`config.mk`:
```
export PLATFORM = sky130hd
export DESIGN_NAME = epwi_port
export DESIGN_NICKNAME = d
export VERILOG_FILES = /design/src/design/epwi_pkg.sv /design/src/design/epwi_detect_if.sv /design/src/design/epwi_detect.sv /design/src/design/epwi_port.sv
export SDC_FILE = /design/constraint.sdc
export NUM_CORES = 1
export LEC_CHECK = 0
export ABC_AREA = 1
export BUFFER_PORTS_ARGS = -buffer_cell sky130_fd_sc_hd__buf_2
export CAP_MARGIN = 20
export CORE_ASPECT_RATIO = 1.2
export CORE_UTILIZATION = 45
export DETAILED_ROUTE_END_ITERATION = 12
export HOLD_SLACK_MARGIN = 0.05
export PLACE_DENSITY = 0.76
export SYNTH_ARGS = -nofsm -noshare
export SYNTH_HDL_FRONTEND = slang
export SYNTH_SLANG_ARGS = --single-unit
```
`constraint.sdc`:
```
create_clock -name sys_clk -period 1.2 [get_ports sys_clk]
set_input_delay 0.06 -clock sys_clk [delete_from_list [all_inputs] [get_ports sys_clk]]
set_output_delay 0.06 -clock sys_clk [all_outputs]
set_load 0.1 [all_outputs]
```
`src/design/epwi_pkg.sv`:
```
// Purpose: Shared constants for the eight-pin port with wake and interrupt.
// Assumes: 32-bit register port, word-aligned byte addresses.
// Notes:   Offsets are the printed byte addresses of the register bank.
package epwi_pkg;
  // Register byte addresses.
  localparam logic [19:0] ADDR_PULL_DRIVE  = 20'h4_0800;
  localparam logic [19:0] ADDR_INEN_OUTVAL = 20'h4_0804;
  localparam logic [19:0] ADDR_PAD_LEVEL   = 20'h4_0808;
  localparam logic [19:0] ADDR_TRIG_WAKE   = 20'h4_080C;
  localparam logic [19:0] ADDR_IRQ_STATUS  = 20'h4_0810;
  localparam logic [19:0] ADDR_IRQ_MASK    = 20'h4_0814;
  localparam logic [19:0] ADDR_GLOBAL_EN   = 20'h4_0818;
  // Field positions (low bit of each byte field) and trigger code width.
  localparam int LO_FIELD_POS   = 0;
  localparam int LO_MASK_POS    = 8;
  localparam int HI_FIELD_POS   = 16;
  localparam int HI_MASK_POS    = 24;
  localparam int WAKE_POS       = 24;
  localparam int TRIG_WIDTH     = 3;
  // Reset values.
  localparam logic [7:0]  BYTE_RESET = 8'h00;
  localparam logic [23:0] TRIG_RESET = 24'h00_0000;
  // Trigger codes.
  typedef enum logic [2:0] {
    EPWI_TRIG_OFF   = 3'h0,
    EPWI_TRIG_RISE  = 3'h1,
    EPWI_TRIG_FALL  = 3'h2,
    EPWI_TRIG_CHG   = 3'h3,
    EPWI_TRIG_LOW   = 3'h4,
    EPWI_TRIG_HIGH  = 3'h5,
    EPWI_TRIG_LOW2  = 3'h6,
    EPWI_TRIG_HIGH2 = 3'h7
  } epwi_trig_t;
endpackage : epwi_pkg

```
`src/design/epwi_detect_if.sv`:
```
// Purpose: Carries pad levels and trigger codes into the detector.
// Assumes: Eight pins.
// Notes:   Detector drives events and wake flags back.
`timescale 1ns/1ps
`default_nettype none
interface epwi_detect_if;
  logic [7:0]  padLevel;   // Sampled pad levels.
  logic [23:0] trigSel;    // Packed trigger codes.
  logic [7:0]  event_;     // Trigger events; edge codes pulse one cycle, level codes hold.
  logic [7:0]  wakeFlag;   // Wake-condition flags.
  modport ctrl (output padLevel, output trigSel,
                input event_, input wakeFlag);
  modport det  (input padLevel, input trigSel,
                output event_, output wakeFlag);
endinterface : epwi_detect_if
`default_nettype wire

```
`src/design/epwi_detect.sv`:
```
// Purpose: Per-pin trigger detection and wake-condition flags.
// Assumes: Pad levels already sampled in the system clock domain.
// Notes:   Level triggers fire every cycle the level holds.
`timescale 1ns/1ps
`default_nettype none
module epwi_detect
  import epwi_pkg::*;
(
  input  wire logic        sys_clk,
  input  wire logic        rst_n,
  epwi_detect_if.det       dio
);
  logic [7:0] prevLevel_r;  // Pad level one cycle earlier.
  logic [7:0] chgState_r;   // Toggles on every pad change.
  logic [7:0] evt;          // Combined event vector.
  logic [7:0] wake;         // Combined wake vector.

  // Previous level, used for edge detection.
  always_ff @(posedge sys_clk or negedge rst_n)
    if (!rst_n)
      prevLevel_r <= BYTE_RESET;
    else
      prevLevel_r <= dio.padLevel;

  // Change-trigger state flips on each edge, so its wake flag tracks it.
  always_ff @(posedge sys_clk or negedge rst_n)
    if (!rst_n)
      chgState_r <= BYTE_RESET;
    else
      chgState_r <= chgState_r ^ (prevLevel_r ^ dio.padLevel);

  // Decode each pin's code into an event and a wake flag.
  always_comb
  begin
    evt  = 8'h00;
    wake = 8'h00;
    for (int i = 0; i < 8; i++)
    begin
      unique case (epwi_trig_t'(dio.trigSel[i*TRIG_WIDTH +: TRIG_WIDTH]))
        EPWI_TRIG_OFF:
        begin
          evt[i]  = 1'b0;
          wake[i] = 1'b0;
        end
        EPWI_TRIG_RISE:
        begin
          evt[i]  = dio.padLevel[i] & ~prevLevel_r[i];
          wake[i] = ~dio.padLevel[i];
        end
        EPWI_TRIG_FALL:
        begin
          evt[i]  = ~dio.padLevel[i] & prevLevel_r[i];
          wake[i] = dio.padLevel[i];
        end
        EPWI_TRIG_CHG:
        begin
          evt[i]  = dio.padLevel[i] ^ prevLevel_r[i];
          wake[i] = chgState_r[i];
        end
        EPWI_TRIG_LOW, EPWI_TRIG_LOW2:
        begin
          evt[i]  = ~dio.padLevel[i];
          wake[i] = dio.padLevel[i];
        end
        EPWI_TRIG_HIGH, EPWI_TRIG_HIGH2:
        begin
          evt[i]  = dio.padLevel[i];
          wake[i] = ~dio.padLevel[i];
        end
      endcase
    end
  end

  assign dio.event_   = evt;
  assign dio.wakeFlag = wake;
endmodule : epwi_detect
`default_nettype wire

```
`src/design/epwi_port.sv`:
```
// Purpose: Eight-pin general-purpose port with wake flags and interrupt.
// Assumes: Pads synchronous to sys_clk; simple strobe register port.
// Notes:   Mask bytes gate writes bit by bit and always read as zero.
//
// The implementer's own choice: the plain strobed port.
`timescale 1ns/1ps
`default_nettype none
// Operation
// Pull-up enables in first register 23:16.
// Drive enables in first register 7:0.
// Enabled pins drive output value bits.
// Input enables in second register 23:16.
// Pad levels read in third register.
// Software never enables input and output together.
// Software pulls up floating input pins.
// Output pins keep pull-up and input off.
// Analog pins may leave input and pull-up off.
// Interrupt pins need input mode and pull-up.
// Three-bit trigger selector per pin.
// Trigger sets flag; enables gate interrupt.
// Read-only wake flags in bits 31:24.
// Wake flag follows trigger code.
// Mask bytes are bitwise write enables.
// Masks read zero; everything resets to zero.
module epwi_port
  import epwi_pkg::*;
#(
  parameter int ADDR_W = 20
)
(
  input  wire logic              sys_clk,
  input  wire logic              rst_n,
  input  wire logic [ADDR_W-1:0] regAddr,
  input  wire logic [31:0]       regWdata,
  input  wire logic              regWrite,
  input  wire logic              regRead,
  output logic      [31:0]       regRdata,
  input  wire logic [7:0]        padIn,
  output logic      [7:0]        padOut,
  output logic      [7:0]        padOe,
  output logic      [7:0]        padPullup,
  output logic      [7:0]        padInputEn,
  output logic                   irq
);

  ////////////////////////////////////////////////////////////////////////
  // Storage.
  logic [7:0]  pullEn_r;     // Per-pin pull-up enable.
  logic [7:0]  driveEn_r;    // Per-pin output drive enable.
  logic [7:0]  outVal_r;     // Per-pin output value.
  logic [7:0]  inEn_r;       // Per-pin input buffer enable.
  logic [23:0] trigSel_r;    // Packed trigger selectors.
  logic [7:0]  padLevel_r;   // Sampled pad level.
  logic [7:0]  irqStat_r;    // Sticky per-pin interrupt flags.
  logic [7:0]  irqMask_r;    // Per-pin interrupt enable.
  logic        globalEn_r;   // Global interrupt enable.
  logic [7:0]  statClr;      // Status bits cleared by this read.

  epwi_detect_if dio ();

  // Merge a write byte into a field under its mask byte.
  function automatic logic [7:0] maskedMerge(input logic [7:0] cur,
                                             input logic [7:0] dat,
                                             input logic [7:0] msk);
    maskedMerge = (cur & ~msk) | (dat & msk);
  endfunction : maskedMerge

  // Decode one address against the register port.
  function automatic logic hit(input logic [ADDR_W-1:0] a,
                               input logic [19:0] base);
    hit = (a == base[ADDR_W-1:0]);
  endfunction : hit

  ////////////////////////////////////////////////////////////////////////
  // Pad sampling; the pad is taken as synchronous to the clock.
  always_ff @(posedge sys_clk or negedge rst_n)
    if (!rst_n)
      padLevel_r <= BYTE_RESET;
    else
      padLevel_r <= padIn;

  ////////////////////////////////////////////////////////////////////////
  // First control register: pull-up and drive enables.
  always_ff @(posedge sys_clk or negedge rst_n)
    if (!rst_n)
    begin
      pullEn_r  <= BYTE_RESET;
      driveEn_r <= BYTE_RESET;
    end
    else if (regWrite && hit(regAddr, ADDR_PULL_DRIVE))
    begin
      // Mask bytes select which bits the write touches.
      pullEn_r  <= maskedMerge(pullEn_r,
                     regWdata[HI_FIELD_POS +: 8],
                     regWdata[HI_MASK_POS +: 8]);
      driveEn_r <= maskedMerge(driveEn_r,
                     regWdata[LO_FIELD_POS +: 8],
                     regWdata[LO_MASK_POS +: 8]);
    end

  // Second control register: input enables and output values.
  always_ff @(posedge sys_clk or negedge rst_n)
    if (!rst_n)
    begin
      inEn_r   <= BYTE_RESET;
      outVal_r <= BYTE_RESET;
    end
    else if (regWrite && hit(regAddr, ADDR_INEN_OUTVAL))
    begin
      inEn_r   <= maskedMerge(inEn_r,
                    regWdata[HI_FIELD_POS +: 8],
                    regWdata[HI_MASK_POS +: 8]);
      outVal_r <= maskedMerge(outVal_r,
                    regWdata[LO_FIELD_POS +: 8],
                    regWdata[LO_MASK_POS +: 8]);
    end

  // Trigger selectors; the wake byte above them is read-only.
  always_ff @(posedge sys_clk or negedge rst_n)
    if (!rst_n)
      trigSel_r <= TRIG_RESET;
    else if (regWrite && hit(regAddr, ADDR_TRIG_WAKE))
      trigSel_r <= regWdata[23:0];

  // Interrupt mask and global enable.
  always_ff @(posedge sys_clk or negedge rst_n)
    if (!rst_n)
    begin
      irqMask_r  <= BYTE_RESET;
      globalEn_r <= 1'b0;
    end
    else
    begin
      if (regWrite && hit(regAddr, ADDR_IRQ_MASK))
        irqMask_r <= regWdata[7:0];
      if (regWrite && hit(regAddr, ADDR_GLOBAL_EN))
        globalEn_r <= regWdata[0];
    end

  ////////////////////////////////////////////////////////////////////////
  // Trigger detection and wake flags.
  assign dio.padLevel = padLevel_r;
  assign dio.trigSel  = trigSel_r;

  epwi_detect u_detect (
    .sys_clk (sys_clk),
    .rst_n   (rst_n),
    .dio     (dio)
  );

  // A read of the status register clears what it returned.
  assign statClr = (regRead && hit(regAddr, ADDR_IRQ_STATUS))
                   ? irqStat_r : 8'h00;

  // Sticky flags: a new event in the clearing cycle survives the clear.
  always_ff @(posedge sys_clk or negedge rst_n)
    if (!rst_n)
      irqStat_r <= BYTE_RESET;
    else
      irqStat_r <= (irqStat_r & ~statClr) | dio.event_;

  // Interrupt only when pin enable and global enable are both set.
  assign irq = globalEn_r && |(irqStat_r & irqMask_r);

  ////////////////////////////////////////////////////////////////////////
  // Pad controls follow the registers; padOut is the output value gated by the drive enables.
  assign padOe      = driveEn_r;
  assign padOut     = outVal_r & driveEn_r;
  assign padPullup  = pullEn_r;
  assign padInputEn = inEn_r;

  ////////////////////////////////////////////////////////////////////////
  // Read data: registered, valid the cycle after the strobe only.
  always_ff @(posedge sys_clk or negedge rst_n)
    if (!rst_n)
      regRdata <= 32'h0000_0000;
    else if (!regRead)
      regRdata <= 32'h0000_0000;
    else if (hit(regAddr, ADDR_PULL_DRIVE))
      regRdata <= {8'h00, pullEn_r, 8'h00, driveEn_r};
    else if (hit(regAddr, ADDR_INEN_OUTVAL))
      regRdata <= {8'h00, inEn_r, 8'h00, outVal_r};
    else if (hit(regAddr, ADDR_PAD_LEVEL))
      regRdata <= {24'h00_0000, padLevel_r};
    else if (hit(regAddr, ADDR_TRIG_WAKE))
      regRdata <= {dio.wakeFlag, trigSel_r};
    else if (hit(regAddr, ADDR_IRQ_STATUS))
      regRdata <= {24'h00_0000, irqStat_r};
    else if (hit(regAddr, ADDR_IRQ_MASK))
      regRdata <= {24'h00_0000, irqMask_r};
    else if (hit(regAddr, ADDR_GLOBAL_EN))
      regRdata <= {31'h0000_0000, globalEn_r};
    else
      regRdata <= 32'h0000_0000;  // Unmapped reads return zero.
endmodule : epwi_port
`default_nettype wire
```
==> metrics.md <==
| Metric | Value |
|---|---|
| Status | `finished, violations left` |
| Failing checks | `DRC, setup timing` |
| Sw frac | `22.99%` |
| CTS clock-pin slew for the worst setup and hold paths | `60 ps` |
| Area of the core | `0.01388 sq mm` |
| Register area share after synthesis | `50.35%` |
| # IOs | `129` |
| CTS buffer count | `17` |
| Post-synthesis mux area share | `3.220%` |
| Met1 GRT Util | `32.54%` |
| Synth cell types | `38` |
| Synthesized instance count | `737` |
| Required @ worst endpoint | `1140 ps` |
| Final Max Tran Viols | `0` |
| Max frequency | `0.5741 GHz` |
| CP startpoint kind | `flop` |
| Worst hold margin | `86.55 ps` |
| Top delay family on crit path | `compound AO/OA/AOI/OAI gates` |
| Met2 GRT Util | `48.81%` |
| Mapped cell area | `0.006411 sq mm` |
| Synth Area in Compound Gates | `13.56%` |
| Post-DRT Antenna Nets | `0` |
| Synth Area in XOR/XNOR | `1.093%` |
| Unrepaired setup endpoints after global routing | `true` |
| Slowest CP cell | `dfrtp_1` |
| Max-slew headroom | `75.23%` |
| PortBufs | `128` |
| First-pass GRT wire length | `31.99 mm` |
| Stages on worst setup path | `5` |
| CTS tree | `yes` |
| H-tree Lvls | `4` |
| Maximum VDD drop | `0.7175 mV` |
| Final wirelength | `20.24 mm` |
| Vias in the first global route | `6613` |
| Warnings from Yosys | `0` |
| Die width | `111.0 um` |
| Worst reg2reg endpoint | `irqStat_r[6]$_DFF_PN0_` |
| DRC violations left | `8` |
| Actual slew at the worst max-slew pin | `365.8 ps` |
| Hpwl dp | `12.89 mm` |
| Root Buffer Master | `clkbuf_16` |
| Synth Area per Inst | `8.699 sq um` |
| Antenna diodes | `0` |
| Final setup TNS | `-2035 ps` |
| Int Power | `8.312 mW` |
| Longest Clk Path Bufs | `2` |
| Synth Register Bits | `129` |
| Ratio of cells with drive above 1 in the final layout | `40.97%` |
| Power Total | `10.79 mW` |
| Static Leak | `4.955 nW` |
| Die Y | `132.8 um` |
| Vias per inst | `5.378` |
| WP buf/inv | `2` |
| GR Util All Layers | `28.00%` |
| Area grow syn2layout | `56.87%` |
| CP endpoint | `irq` |
| Logic pwr share | `8.8%` |
| Max-Cap Viols | `0` |
| Simple-gate share of the synthesized area | `19.32%` |
| Busiest grt layer | `met2` |
| Fin. Hold Viols | `0` |
| Main combinational cell family by area after synthesis | `simple AND/OR/NAND/NOR gates` |
| Slowest cell delay on critical path | `400 ps` |
| Post-Syn Nets | `817` |
| Largest net degree at the start of global routing | `51` |
| Reg2Reg Setup Slack | `-20 ps` |
| Grt total ovfl | `0` |
| Psw | `2.481 mW` |
| Nets | `1097` |
| CP Cell Sequence | `a22o_1 -> a221oi_2 -> buf_4 -> a21oi_4 -> buf_12` |
| GR Layer Usage met3 | `5.405%` |
| Final Skew | `7.039 ps` |
| # setup viols final | `21` |
| Final worst slack | `-542.0 ps` |
| Via count | `6459` |
| R2r startpoint | `dio.padLevel[6]$_DFF_PN0_` |
| Post-Route Utilization | `72.47%` |
| Dpl ws | `-358.7 ps` |
| Path depth of the worst reg2reg path | `5` |
| WL/cell | `16.85 um` |
| Antenna violations before repair | `0` |
| Clock network power share | `48.0%` |
| Critical path capture point type | `output port` |
| Worst min path class | `input port to asynchronous set/reset pin` |
| 1st-iter DRT viols | `418` |
| Synth Area in Adders | `3.123%` |
| Initial Util | `46.20%` |
| TritonRoute pass-1 iters | `10` |
| Placer Congestion | `0.8823` |
| Final period utilization | `145.2%` |
| Worst Setup SP | `irqStat_r[1]$_DFF_PN0_` |
| Fin crit period | `1742 ps` |
| Clock sinks | `129` |
| Pwr/cell area | `1073 mW/mm^2` |
| Clock latency on the worst-skew pair | `430 ps` |
| Die area | `0.01473 sq mm` |
| Critical path peak fanout | `3` |
| Sequential Power Share | `43.3%` |
| Arr. time, crit path | `1680 ps` |
| Floorplan row count | `47` |
| Crit path kind | `flop to output port` |
-- repair_timing --
action,4_1_cts,5_1_grt
hold endpoints to repair,205,0
setup buffers,11,10
hold buffers,44,0
gates resized for setup,77,78
endpoints found under the setup margin,68,48
pin swaps,9,24
-- layout make-up --
cell class                 count  area, sq um
tap                          171        214.0
inverter                     125        529.3
fill                         940         3821
timing repair buffer         284         2497
multi-input combinational    460         2942
sequential                   129         3286
clock inverter                11        138.9
clock buffer                  21        450.4
-- how the worst min path moves through the flow --
stage,startpoint,to,slack [ps]
final,rst_n,dio.trigSel[9]$_DFFE_PN0P_,90
after global routing,rst_n,dio.trigSel[9]$_DFFE_PN0P_,90
after CTS,regWrite,dio.trigSel[22]$_DFFE_PN0P_,70
after detailed placement,rst_n,u_detect.chgState_r[3]$_DFF_PN0_,-20
after global placement,rst_n,u_detect.chgState_r[3]$_DFF_PN0_,-10
after floorplan,rst_n,asynchronous set/reset pin,-240
-- cell families (layout without fill, tap and decap cells) --
family	count (synthesis)	in the layout
compound gates	149	149
xor+xnor	8	8
fa+ha+maj	16	16
buf+inv	148	441
flops	129	129
mux	16	16
simple gates	271	271
-- power by group through the flow --
stage	logic (mW)	clock network [mW]	registers, mW
2_1_floorplan	0.294	0	4.70
3_3_place_gp	0.727	0	4.72
3_5_place_dp	0.743	0	4.72
4_1_cts	0.877	5.19	4.65
5_1_grt	1.03	5.42	4.68
6_report	0.945	5.18	4.67
-- cell usage in the layout, fill, tap and decap left out, types with 9 or more instances in the layout --
cell type / instances
nand2_4: 12
nand3_1: 30
nand4_1: 17
nand2_2: 10
inv_1: 92
buf_4: 134
nor2_1: 34
buf_2: 62
clkbuf_16: 17
nor3_1: 12
mux2_2: 9
nand2_1: 127
buf_6: 16
dlygate4sd3_1: 44
nor2_2: 12
inv_2: 20
a21oi_1: 52
clkinvlp_4: 10
o21ai_0: 40
dfrtp_1: 99
dfrtp_2: 22
o21ai_1: 14
buf_12: 28
-- metrics by stage --
| step | cells | cell area (sq um) |
|---|---|---|
| floorplan | 737 | 6610 |
| global placement | 1104 | 8381 |
| detailed placement | 1104 | 8381 |
| CTS | 1191 | 9746 |
| global route | 1201 | 10060 |
| finish | 1201 | 10060 |
-- layer usage --
metal	vias up	share of wire [%]
li1	2989	-
met1	3111	38
met2	292	52
met3	67	6.3
met4	0	3.2
met5	-	0
-- synthesized netlist by cell type (all sizes together) --
library cell | n | share of area (%)
a21oi | 53 | 4.1
a221oi | 2 | 0.27
a22o | 2 | 0.27
a311o | 3 | 0.47
a311oi | 8 | 1.1
a31oi | 2 | 0.20
buf | 14 | 1.5
clkbuf | 9 | 0.53
clkinv | 1 | 0.078
dfrtp | 129 | 50
ha | 16 | 3.1
inv | 124 | 7.3
mux2 | 16 | 3.2
nand2 | 150 | 9.3
nand3 | 35 | 3.1
nand4 | 17 | 1.7
nor2 | 55 | 4.2
nor3 | 14 | 1.1
o2111ai | 1 | 0.14
o211ai | 6 | 0.70
o21ai | 58 | 4.5
o21bai | 2 | 0.23
o221ai | 6 | 0.82
o22ai | 3 | 0.29
o311ai | 3 | 0.41
xnor2 | 8 | 1.1
No activity file was read; power rests on OpenSTA's default activity.
